$ cat src/design/door_diag_pkg.sv
package door_diag_pkg;
  // Clock rate and timing figures in their own units
  localparam int unsigned CLK_HZ = 100_000_000;
  localparam int unsigned WARN_TIME_MIN = 30;
  localparam int unsigned PAUSE_TIME_MIN = 10;
  localparam int unsigned BLINK_HZ = 1;
  localparam int unsigned PULSE_ON_MS = 200;
  localparam int unsigned PULSE_OFF_MS = 200;
  localparam int unsigned GROUP_GAP_MS = 1500;
  // Derived cycle counts
  localparam longint unsigned WARN_CYCLES = 64'(WARN_TIME_MIN) * 60 * CLK_HZ;
  localparam longint unsigned PAUSE_CYCLES = 64'(PAUSE_TIME_MIN) * 60 * CLK_HZ;
  localparam longint unsigned HALF_BLINK_CYCLES = 64'(CLK_HZ) / (2 * BLINK_HZ);
  localparam longint unsigned PULSE_ON_CYCLES = 64'(PULSE_ON_MS) * (CLK_HZ / 1000);
  localparam longint unsigned PULSE_OFF_CYCLES = 64'(PULSE_OFF_MS) * (CLK_HZ / 1000);
  localparam longint unsigned GROUP_GAP_CYCLES = 64'(GROUP_GAP_MS) * (CLK_HZ / 1000);
  // Error cause codes, value is the red pulse count
  localparam logic [2:0] CODE_NONE = 3'h0;
  localparam logic [2:0] CODE_OUT_A = 3'h1;
  localparam logic [2:0] CODE_OUT_B = 3'h2;
  localparam logic [2:0] CODE_CROSS = 3'h3;
  localparam logic [2:0] CODE_TEMP = 3'h4;
  localparam logic [2:0] CODE_ACTUATOR = 3'h5;
  typedef enum {ST_IDLE, ST_ACTUATED, ST_WARN, ST_ERROR, ST_INTERNAL, ST_TEACH, ST_PAUSE} mode_t;
endpackage

$ cat src/design/pulse_code_gen.sv
`timescale 1ns/100ps
// Red pulse-group generator: emits count pulses, then a long dark gap, repeating
module pulse_code_gen
  import door_diag_pkg::*;
#(
  parameter int unsigned ON_CYCLES = 32'(PULSE_ON_CYCLES),
  parameter int unsigned OFF_CYCLES = 32'(PULSE_OFF_CYCLES),
  parameter int unsigned GAP_CYCLES = 32'(GROUP_GAP_CYCLES)
) (
  input wire logic clk,
  input wire logic rst,
  input wire logic [2:0] count,
  output logic led
);
  if (ON_CYCLES < 1 || OFF_CYCLES < 1 || GAP_CYCLES <= OFF_CYCLES) begin : g_bad_timing
    $error("pulse_code_gen: bad timing");
  end
  logic [31:0] tmr_q;
  logic [2:0] idx_q;
  logic phase_on_q;
  logic in_gap_q;

  // Count on, off and gap phases; a zero count keeps the LED dark
  always_ff @(posedge clk) begin
    if (rst || count == CODE_NONE) begin
      tmr_q <= 32'h0;
      idx_q <= 3'h0;
      phase_on_q <= 1'b0;
      in_gap_q <= 1'b1;
    end else if (tmr_q != 32'h0) begin
      tmr_q <= tmr_q - 32'h1;
    end else if (in_gap_q || !phase_on_q) begin
      if (in_gap_q || idx_q < count) begin
        phase_on_q <= 1'b1;
        in_gap_q <= 1'b0;
        idx_q <= in_gap_q ? 3'h1 : idx_q + 3'h1;
        tmr_q <= ON_CYCLES - 1;
      end else begin
        in_gap_q <= 1'b1;
        tmr_q <= GAP_CYCLES - 1;
      end
    end else begin
      phase_on_q <= 1'b0;
      tmr_q <= OFF_CYCLES - 1;
    end
  end

  // Registered LED drive
  always_ff @(posedge clk) begin
    if (rst) begin
      led <= 1'b0;
    end else begin
      led <= (count != CODE_NONE) && phase_on_q && !in_gap_q;
    end
  end
endmodule // pulse_code_gen

$ cat src/design/door_switch_diagnostic_fsm.sv
`timescale 1ns/100ps
module door_switch_diagnostic_fsm
  import door_diag_pkg::*;
#(
  parameter longint unsigned WARN_LIMIT = WARN_CYCLES,
  parameter longint unsigned PAUSE_LIMIT = PAUSE_CYCLES,
  parameter int unsigned HALF_BLINK = 32'(HALF_BLINK_CYCLES)
) (
  input wire logic clk,
  input wire logic rst,
  input wire logic actuator_present,
  input wire logic actuator_limit,
  input wire logic cascade_input_a,
  input wire logic cascade_input_b,
  input wire logic teach_active,
  input wire logic teach_done,
  input wire logic internal_fault,
  input wire logic warn_temp,
  input wire logic warn_cross,
  input wire logic fault_out_a,
  input wire logic fault_out_b,
  input wire logic fault_actuator,
  output logic safety_output_a,
  output logic safety_output_b,
  output logic aux_output,
  output logic led_green,
  output logic led_red,
  output logic led_yellow,
  output logic [2:0] error_code
);
  if (WARN_LIMIT < 2 || PAUSE_LIMIT < 2 || HALF_BLINK < 1) begin : g_bad_timing
    $error("door_switch_diagnostic_fsm: bad timing");
  end

  // Two-stage synchronisers for every pin input
  localparam int NSYNC = 12;
  logic [NSYNC-1:0] raw;
  logic [NSYNC-1:0] s1_q;
  logic [NSYNC-1:0] s2_q;
  assign raw = {actuator_present, actuator_limit, cascade_input_a, cascade_input_b, teach_active, teach_done,
                internal_fault, warn_temp, warn_cross, fault_out_a, fault_out_b, fault_actuator};
  always_ff @(posedge clk) begin
    if (rst) begin
      s1_q <= '0;
      s2_q <= '0;
    end else begin
      s1_q <= raw;
      s2_q <= s1_q;
    end
  end
  logic act, lim, cas_a, cas_b, teach, tdone, ifault, wtemp, wcross, fa, fb, fact;
  assign {act, lim, cas_a, cas_b, teach, tdone, ifault, wtemp, wcross, fa, fb, fact} = s2_q;

  logic warn_any;
  logic err_any;
  logic cascade_fault;
  logic [2:0] cause;
  assign warn_any = wtemp | wcross;
  assign err_any = fa | fb | fact;
  assign cascade_fault = !cas_a || !cas_b;
  // Lowest code wins when several causes stand together
  always_comb begin
    cause = CODE_NONE;
    if (fact) cause = CODE_ACTUATOR;
    if (wtemp) cause = CODE_TEMP;
    if (wcross) cause = CODE_CROSS;
    if (fb) cause = CODE_OUT_B;
    if (fa) cause = CODE_OUT_A;
  end

  // 1 Hz blink base shared by the green, yellow and aux flashing; red pulses come from u_pulse
  logic [31:0] blink_cnt_q;
  logic blink_q;
  always_ff @(posedge clk) begin
    if (rst) begin
      blink_cnt_q <= 32'h0;
      blink_q <= 1'b0;
    end else if (blink_cnt_q >= HALF_BLINK - 1) begin
      blink_cnt_q <= 32'h0;
      blink_q <= !blink_q;
    end else begin
      blink_cnt_q <= blink_cnt_q + 32'h1;
    end
  end

  mode_t state_q;
  logic [63:0] warn_cnt_q;
  logic warn_expired;
  logic [63:0] pause_cnt_q;
  logic [2:0] latched_code_q;
  assign warn_expired = warn_cnt_q >= WARN_LIMIT - 1;

  // Main mode sequencing; an internal fault takes priority over everything except reset
  always_ff @(posedge clk) begin
    if (rst) begin
      state_q <= ST_IDLE;
    end else if (ifault) begin
      state_q <= ST_INTERNAL;
    end else begin
      case (state_q)
        ST_IDLE, ST_ACTUATED: begin
          if (teach) state_q <= ST_TEACH;
          else if (err_any || (warn_any && !act)) state_q <= ST_ERROR;
          else if (warn_any) state_q <= ST_WARN;
          else state_q <= act ? ST_ACTUATED : ST_IDLE;
        end
        ST_WARN: begin
          if (err_any || !act || warn_expired) state_q <= ST_ERROR;
          else if (!warn_any) state_q <= ST_ACTUATED;
        end
        ST_ERROR, ST_INTERNAL: begin
          // clear needs cause gone and door open
          if (!err_any && !warn_any && !act) state_q <= ST_IDLE;
        end
        ST_TEACH: begin
          if (tdone) state_q <= ST_PAUSE;
        end
        ST_PAUSE: begin
          if (pause_cnt_q >= PAUSE_LIMIT - 1) state_q <= ST_IDLE;
        end
        default: state_q <= ST_IDLE;
      endcase
    end
  end

  // Warning timer counts only while in warning mode
  always_ff @(posedge clk) begin
    if (rst || state_q != ST_WARN) warn_cnt_q <= 64'h0;
    else if (!warn_expired) warn_cnt_q <= warn_cnt_q + 64'h1;
  end

  // Pause timer restarts on each entry; a reset clears it and sends the mode to idle, not back to pause
  always_ff @(posedge clk) begin
    if (rst || state_q != ST_PAUSE) pause_cnt_q <= 64'h0;
    else pause_cnt_q <= pause_cnt_q + 64'h1;
  end

  // Cause is latched on error entry so a vanished cause still shows until cleared
  always_ff @(posedge clk) begin
    if (rst) latched_code_q <= CODE_NONE;
    else if (state_q != ST_ERROR) latched_code_q <= cause;
    else if (cause != CODE_NONE) latched_code_q <= cause;
  end

  logic [2:0] pulse_count;
  logic red_pulse;
  assign pulse_count = (state_q == ST_ERROR || state_q == ST_WARN) ?
                       ((latched_code_q == CODE_NONE) ? CODE_ACTUATOR : latched_code_q) : CODE_NONE;
  pulse_code_gen u_pulse (
    .clk(clk),
    .rst(rst),
    .count(pulse_count),
    .led(red_pulse)
  );

  // Output decode per mode; registered so pins are glitch free
  always_ff @(posedge clk) begin
    if (rst) begin
      safety_output_a <= 1'b0;
      safety_output_b <= 1'b0;
      aux_output <= 1'b0;
      led_green <= 1'b0;
      led_red <= 1'b0;
      led_yellow <= 1'b0;
      error_code <= CODE_NONE;
    end else begin
      safety_output_a <= 1'b0;
      safety_output_b <= 1'b0;
      aux_output <= 1'b0;
      led_green <= 1'b0;
      led_red <= 1'b0;
      led_yellow <= 1'b0;
      error_code <= pulse_count;
      case (state_q)
        ST_IDLE: begin
          if (cascade_fault) begin
            led_green <= blink_q;
          end else begin
            led_green <= 1'b1;
          end
        end
        ST_ACTUATED: begin
          if (cascade_fault) begin
            led_green <= blink_q;
            led_yellow <= act;
            aux_output <= act;
          end else if (lim) begin
            led_green <= 1'b1;
            led_yellow <= blink_q;
            aux_output <= blink_q;
            safety_output_a <= act;
            safety_output_b <= act;
          end else begin
            led_green <= 1'b1;
            led_yellow <= act;
            aux_output <= act;
            safety_output_a <= act;
            safety_output_b <= act;
          end
        end
        ST_WARN: begin
          led_red <= red_pulse;
          led_yellow <= 1'b1;
          safety_output_a <= act && !ifault;
          safety_output_b <= act && !ifault;
        end
        ST_ERROR: begin
          led_red <= red_pulse;
          led_yellow <= act;
        end
        ST_INTERNAL: begin
          led_red <= 1'b1;
        end
        ST_TEACH: begin
          led_red <= 1'b1;
          led_yellow <= blink_q;
        end
        ST_PAUSE: begin
          led_green <= blink_q;
        end
        default: begin
          led_red <= 1'b1;
        end
      endcase
    end
  end
endmodule // door_switch_diagnostic_fsm

$ cat config.mk
export PLATFORM = sky130hd
export DESIGN_NAME = door_switch_diagnostic_fsm
export DESIGN_NICKNAME = d
export VERILOG_FILES = /design/src/design/door_diag_pkg.sv /design/src/design/pulse_code_gen.sv /design/src/design/door_switch_diagnostic_fsm.sv
export SDC_FILE = /design/constraint.sdc
export NUM_CORES = 1
export LEC_CHECK = 0
export BUFFER_PORTS_ARGS = -buffer_cell sky130_fd_sc_hd__buf_2
export CAP_MARGIN = 20
export CORE_MARGIN = 1.5
export CORE_UTILIZATION = 40
export DETAILED_ROUTE_END_ITERATION = 7
export PLACE_DENSITY = 0.62
export SYNTH_ARGS = -nofsm -noshare
export SYNTH_HDL_FRONTEND = slang
export SYNTH_SLANG_ARGS = --single-unit
$ cat constraint.sdc
create_clock -name clk -period 3.55 [get_ports clk]
set_clock_uncertainty 0.05 [all_clocks]
set_input_delay 0.71 -clock clk [delete_from_list [all_inputs] [get_ports clk]]
set_output_delay 0.71 -clock clk [all_outputs]
set_load 0.01 [all_outputs]
==> results by group <==
Synth
  – Top-count cell post-synth: dfxtp_1
  – Count of cell types in the netlist: 68
  – Synthesized area divided by synthesized cell count: 8.876 um^2
  – Fraction of registers with async set/reset: 0%
  – Area leader, netlist: dfxtp_1
  – Flip-flop cell with the highest count after synthesis: dfxtp_1
  – Number of synthesized flops with an enable pin: 0
  – Share of Yosys cell area claimed by the top area cell type: between 40 and 50%
  – Synthesis warning total: 0
  – Post-synthesis cell area: 10170 um^2
  – Sequential cell area fraction in the yosys report: 46.64%
  – Yosys reg bits: 237
  – Synth Instances: between 1000 and 1500
  – Main area contributors after synthesis: dfxtp_1 (47%), nor2_1 (5.4%), xor2_1 (5.3%)
  – Commonest cells in the netlist: dfxtp_1 (237), nor2_1 (147), nand2_1 (70)

Power
  – Sequential share of power: 42.1%
  – Fraction of power spent switching nets: 25.94%
  – Power per standard cell area: 581.7 nW/um^2
  – Worst supply voltage drop on vdd: 0.3007 mV
  – Clock network fraction of total power: 42.6%
  – Total Power Consumption: 6.723 mW
  – Logic pwr share: roughly 15%
  – Switch Pwr: about 1.7 mW
  – Static Leak: roughly 4.2 nW
  – Internal power: 4.979 mW

Finish
  – Finished Core Util: 46.16%
  – Finished Layout Cells: 1518
  – Layout cell share with drive strength beyond 1: 8.670%
  – Diodes inserted: 0
  – Final nets: 1189
  – Non-Filler Cell Area, Final: 11560 um^2
  – Layout overhead on the synthesized area: 13.62%

Die
  – Die Y-Extent: 162.5 um
  – Die outline width: 162.5 um
  – Die Area: 26400 um^2
  – Core Area: ~25000 um^2
  – IO Count: 23
  – Rows: 58
  – Starting density of the core: 40.63%

Job
  – Max-Cap Viols: 0

Timing
  – Minimum period implied by the final worst setup slack: 2885 ps
  – Max Clock Freq: 0.3467 GHz
  – Sum Neg Setup Slack: 0 ps
  – Number of max-slew violations in the final report: 0
  – Final setup viols: 0
  – Total count of hold-check failures in the final report: 0
  – Rel. slew slack: 32.27%
  – Unrepaired setup endpoints after global routing: no
  – Actual slew at the worst max-slew pin: 1015 ps
  – Share of the cycle needed by the critical path after routing: roughly 80%

GRT
  – Initial antenna violation count: 0
  – All-Layer GR Usage: 15.19%
  – Total gr overflow: 0
  – Number of global-route vias before repair: 7177
  – Pin count of the biggest net entering global routing: 39
  – Wire length of the first global-routing pass: 34200 um

Drt
  – Wirelength per Cell: 13.20 um
  – Number of detailed-routing iterations run before antenna repair: 6
  – Via count of the routed design: 7839
  – Vias per Instance: just over 5
  – Post-DRT Antenna Nets: 0
  – Uppermost layer routed: met4
  – Met2 WL post-DR: 8451 um
  – Final Routed Wirelength: 20040 um
  – M1 wire length: approximately 11000 um
  – Wire length on met3: 554 um
  – Post-route DRC: 0
  – Iter 0 DRT Violations: 429

Critical path
  – Data arrival time of the critical path: 3270 ps
  – Longest individual stage delay on the worst path: 540 ps
  – Cell breakdown of the critical path: nor2b_1, nand2_1, ha_1, o31a_1, o21ai_0, a31oi_1, or4_1, a221oi_2
  – Data required time of the critical path: 3940 ps
  – Startpoint class of the critical path: register
  – Top fanout value on the critical path: 12
  – Cell family with the largest share of critical-path delay: simple AND/OR/NAND/NOR gates
  – Type of the worst setup path: reg2reg
  – Sum of buffers and inverters on the critical path: 0
  – Element type at the critical path end: register
  – Critical-path cell with the highest stage delay: dfxtp_1

Place
  – Routability congestion estimate from global placement: 0.8123
  – Cell Area, Placed: between 10000 and 15000 um^2
  – Port buffer count: 22
  – HPWL after detailed placement: 13490 um
  – Number of cells after detailed placement: 1470

Worst hold path
  – Path type of the worst min-delay path: in2reg

CTS
  – CTS Root Cell: clkbuf_16
  – Clock Latency Late Sink: about 520 ps
  – Total setup buffers inserted after CTS: 0
  – Sinks on the clock net: ~240
  – Hold-fix buffer count after cts: 0
  – CTS max path bufs: 3
  – Maximum level of the CTS H-tree: 1
  – CTS tree: yes
  – Clock transition time at the flip-flop clock pins of the worst setup and hold paths: 60 ps
  – Clock buffers created by TritonCTS: 26
  – Post-cts sizing count: 0

Outcome
  – Result of the run: complete, no violations
[power groups by stage]
stage                     Sequential, mW  Clock, mW  Combinational [mW]
final                               2.83       2.87                1.03
after global routing                2.84       3.05                1.16
after CTS                           2.83       2.94                1.04
after detailed placement            2.89          0                1.03
after global placement              2.89          0                1.02
after floorplan                     2.86          0               0.852
[registers in the layout, summed over array words and instances (netlist names), 3 cells and up]
register,cells
pause_cnt_q,64
warn_cnt_q,64
blink_cnt_q,32
u_pulse.tmr_q,32
s1_q,12
s2_q,12
error_code,3
latched_code_q,3
state_q,3
u_pulse.idx_q,3
[worst paths after layout]
kind / startpoint / to / slack, ps / cells past startpoint
worst max-delay path: state_q[1] / u_pulse.idx_q[2] / 670 / 8
worst min-delay path: fault_out_b / s1_q[1] / 350 / 2
worst max register to register: state_q[1] / u_pulse.idx_q[2] / 670 / 8
worst min register to register: s1_q[11] / s2_q[11] / 390 / 1
[layer usage]
metal / vias to the layer above / track usage (%)
met2: 84 / 23.12
li1: 4110 / -
met3: 38 / 2.394
met1: 3607 / 22.17
met4: 0 / 4.212
met5: - / 0
[layout by cell type (no fill, tap or decap), types with 18 or more instances in the layout]
cell       instances
a21oi_1           53
and3_1            48
and4_1            18
buf_2             22
clkbuf_16         27
dfxtp_1          237
inv_1             29
nand2_1           70
nand3_1           49
nand4_1           39
nor2_1           147
nor2b_1           32
nor3_1            26
nor4_1            28
o21ai_0           26
or3_1             32
or4_1             26
xnor2_1           49
xor2_1            62
[stage by stage]
stage	hold slack (ps)	worst slack, ps
floorplan	363.8	1109
global placement	373.1	779.2
detailed placement	382.1	687.9
CTS	337.9	670.8
global route	342.3	428.4
finish	350.9	665.5
[final cells by class]
type / count / area, um^2
clock inverter: 15 / 203.9
multi-input combinational: 838 / 5154
timing repair buffer: 36 / 215.2
sequential: 237 / 4745
tap: 330 / 412.9
fill: 2356 / 13480
inverter: 29 / 108.9
clock buffer: 33 / 718.2
[worst register-to-register path: cells and delay by family, from the launching register on]
kind / cells / cell delay (ps)
DFF: 1 / 540
adders and majority gates: 1 / 310
AOI/OAI and AO/OA: 4 / 740
and+or+nand+nor: 3 / 1160
[cell families after synthesis]
kind of cell	Yosys count	share of synthesized area [%]
xor+xnor	111	9.557
other cells	1	0.03686
buf+inv	76	2.927
simple gates	562	30.21
flops	237	46.64
mux	5	0.5043
fa+ha+maj	7	0.8610
compound gates	147	9.262
(Power assumes the default switching activity.)
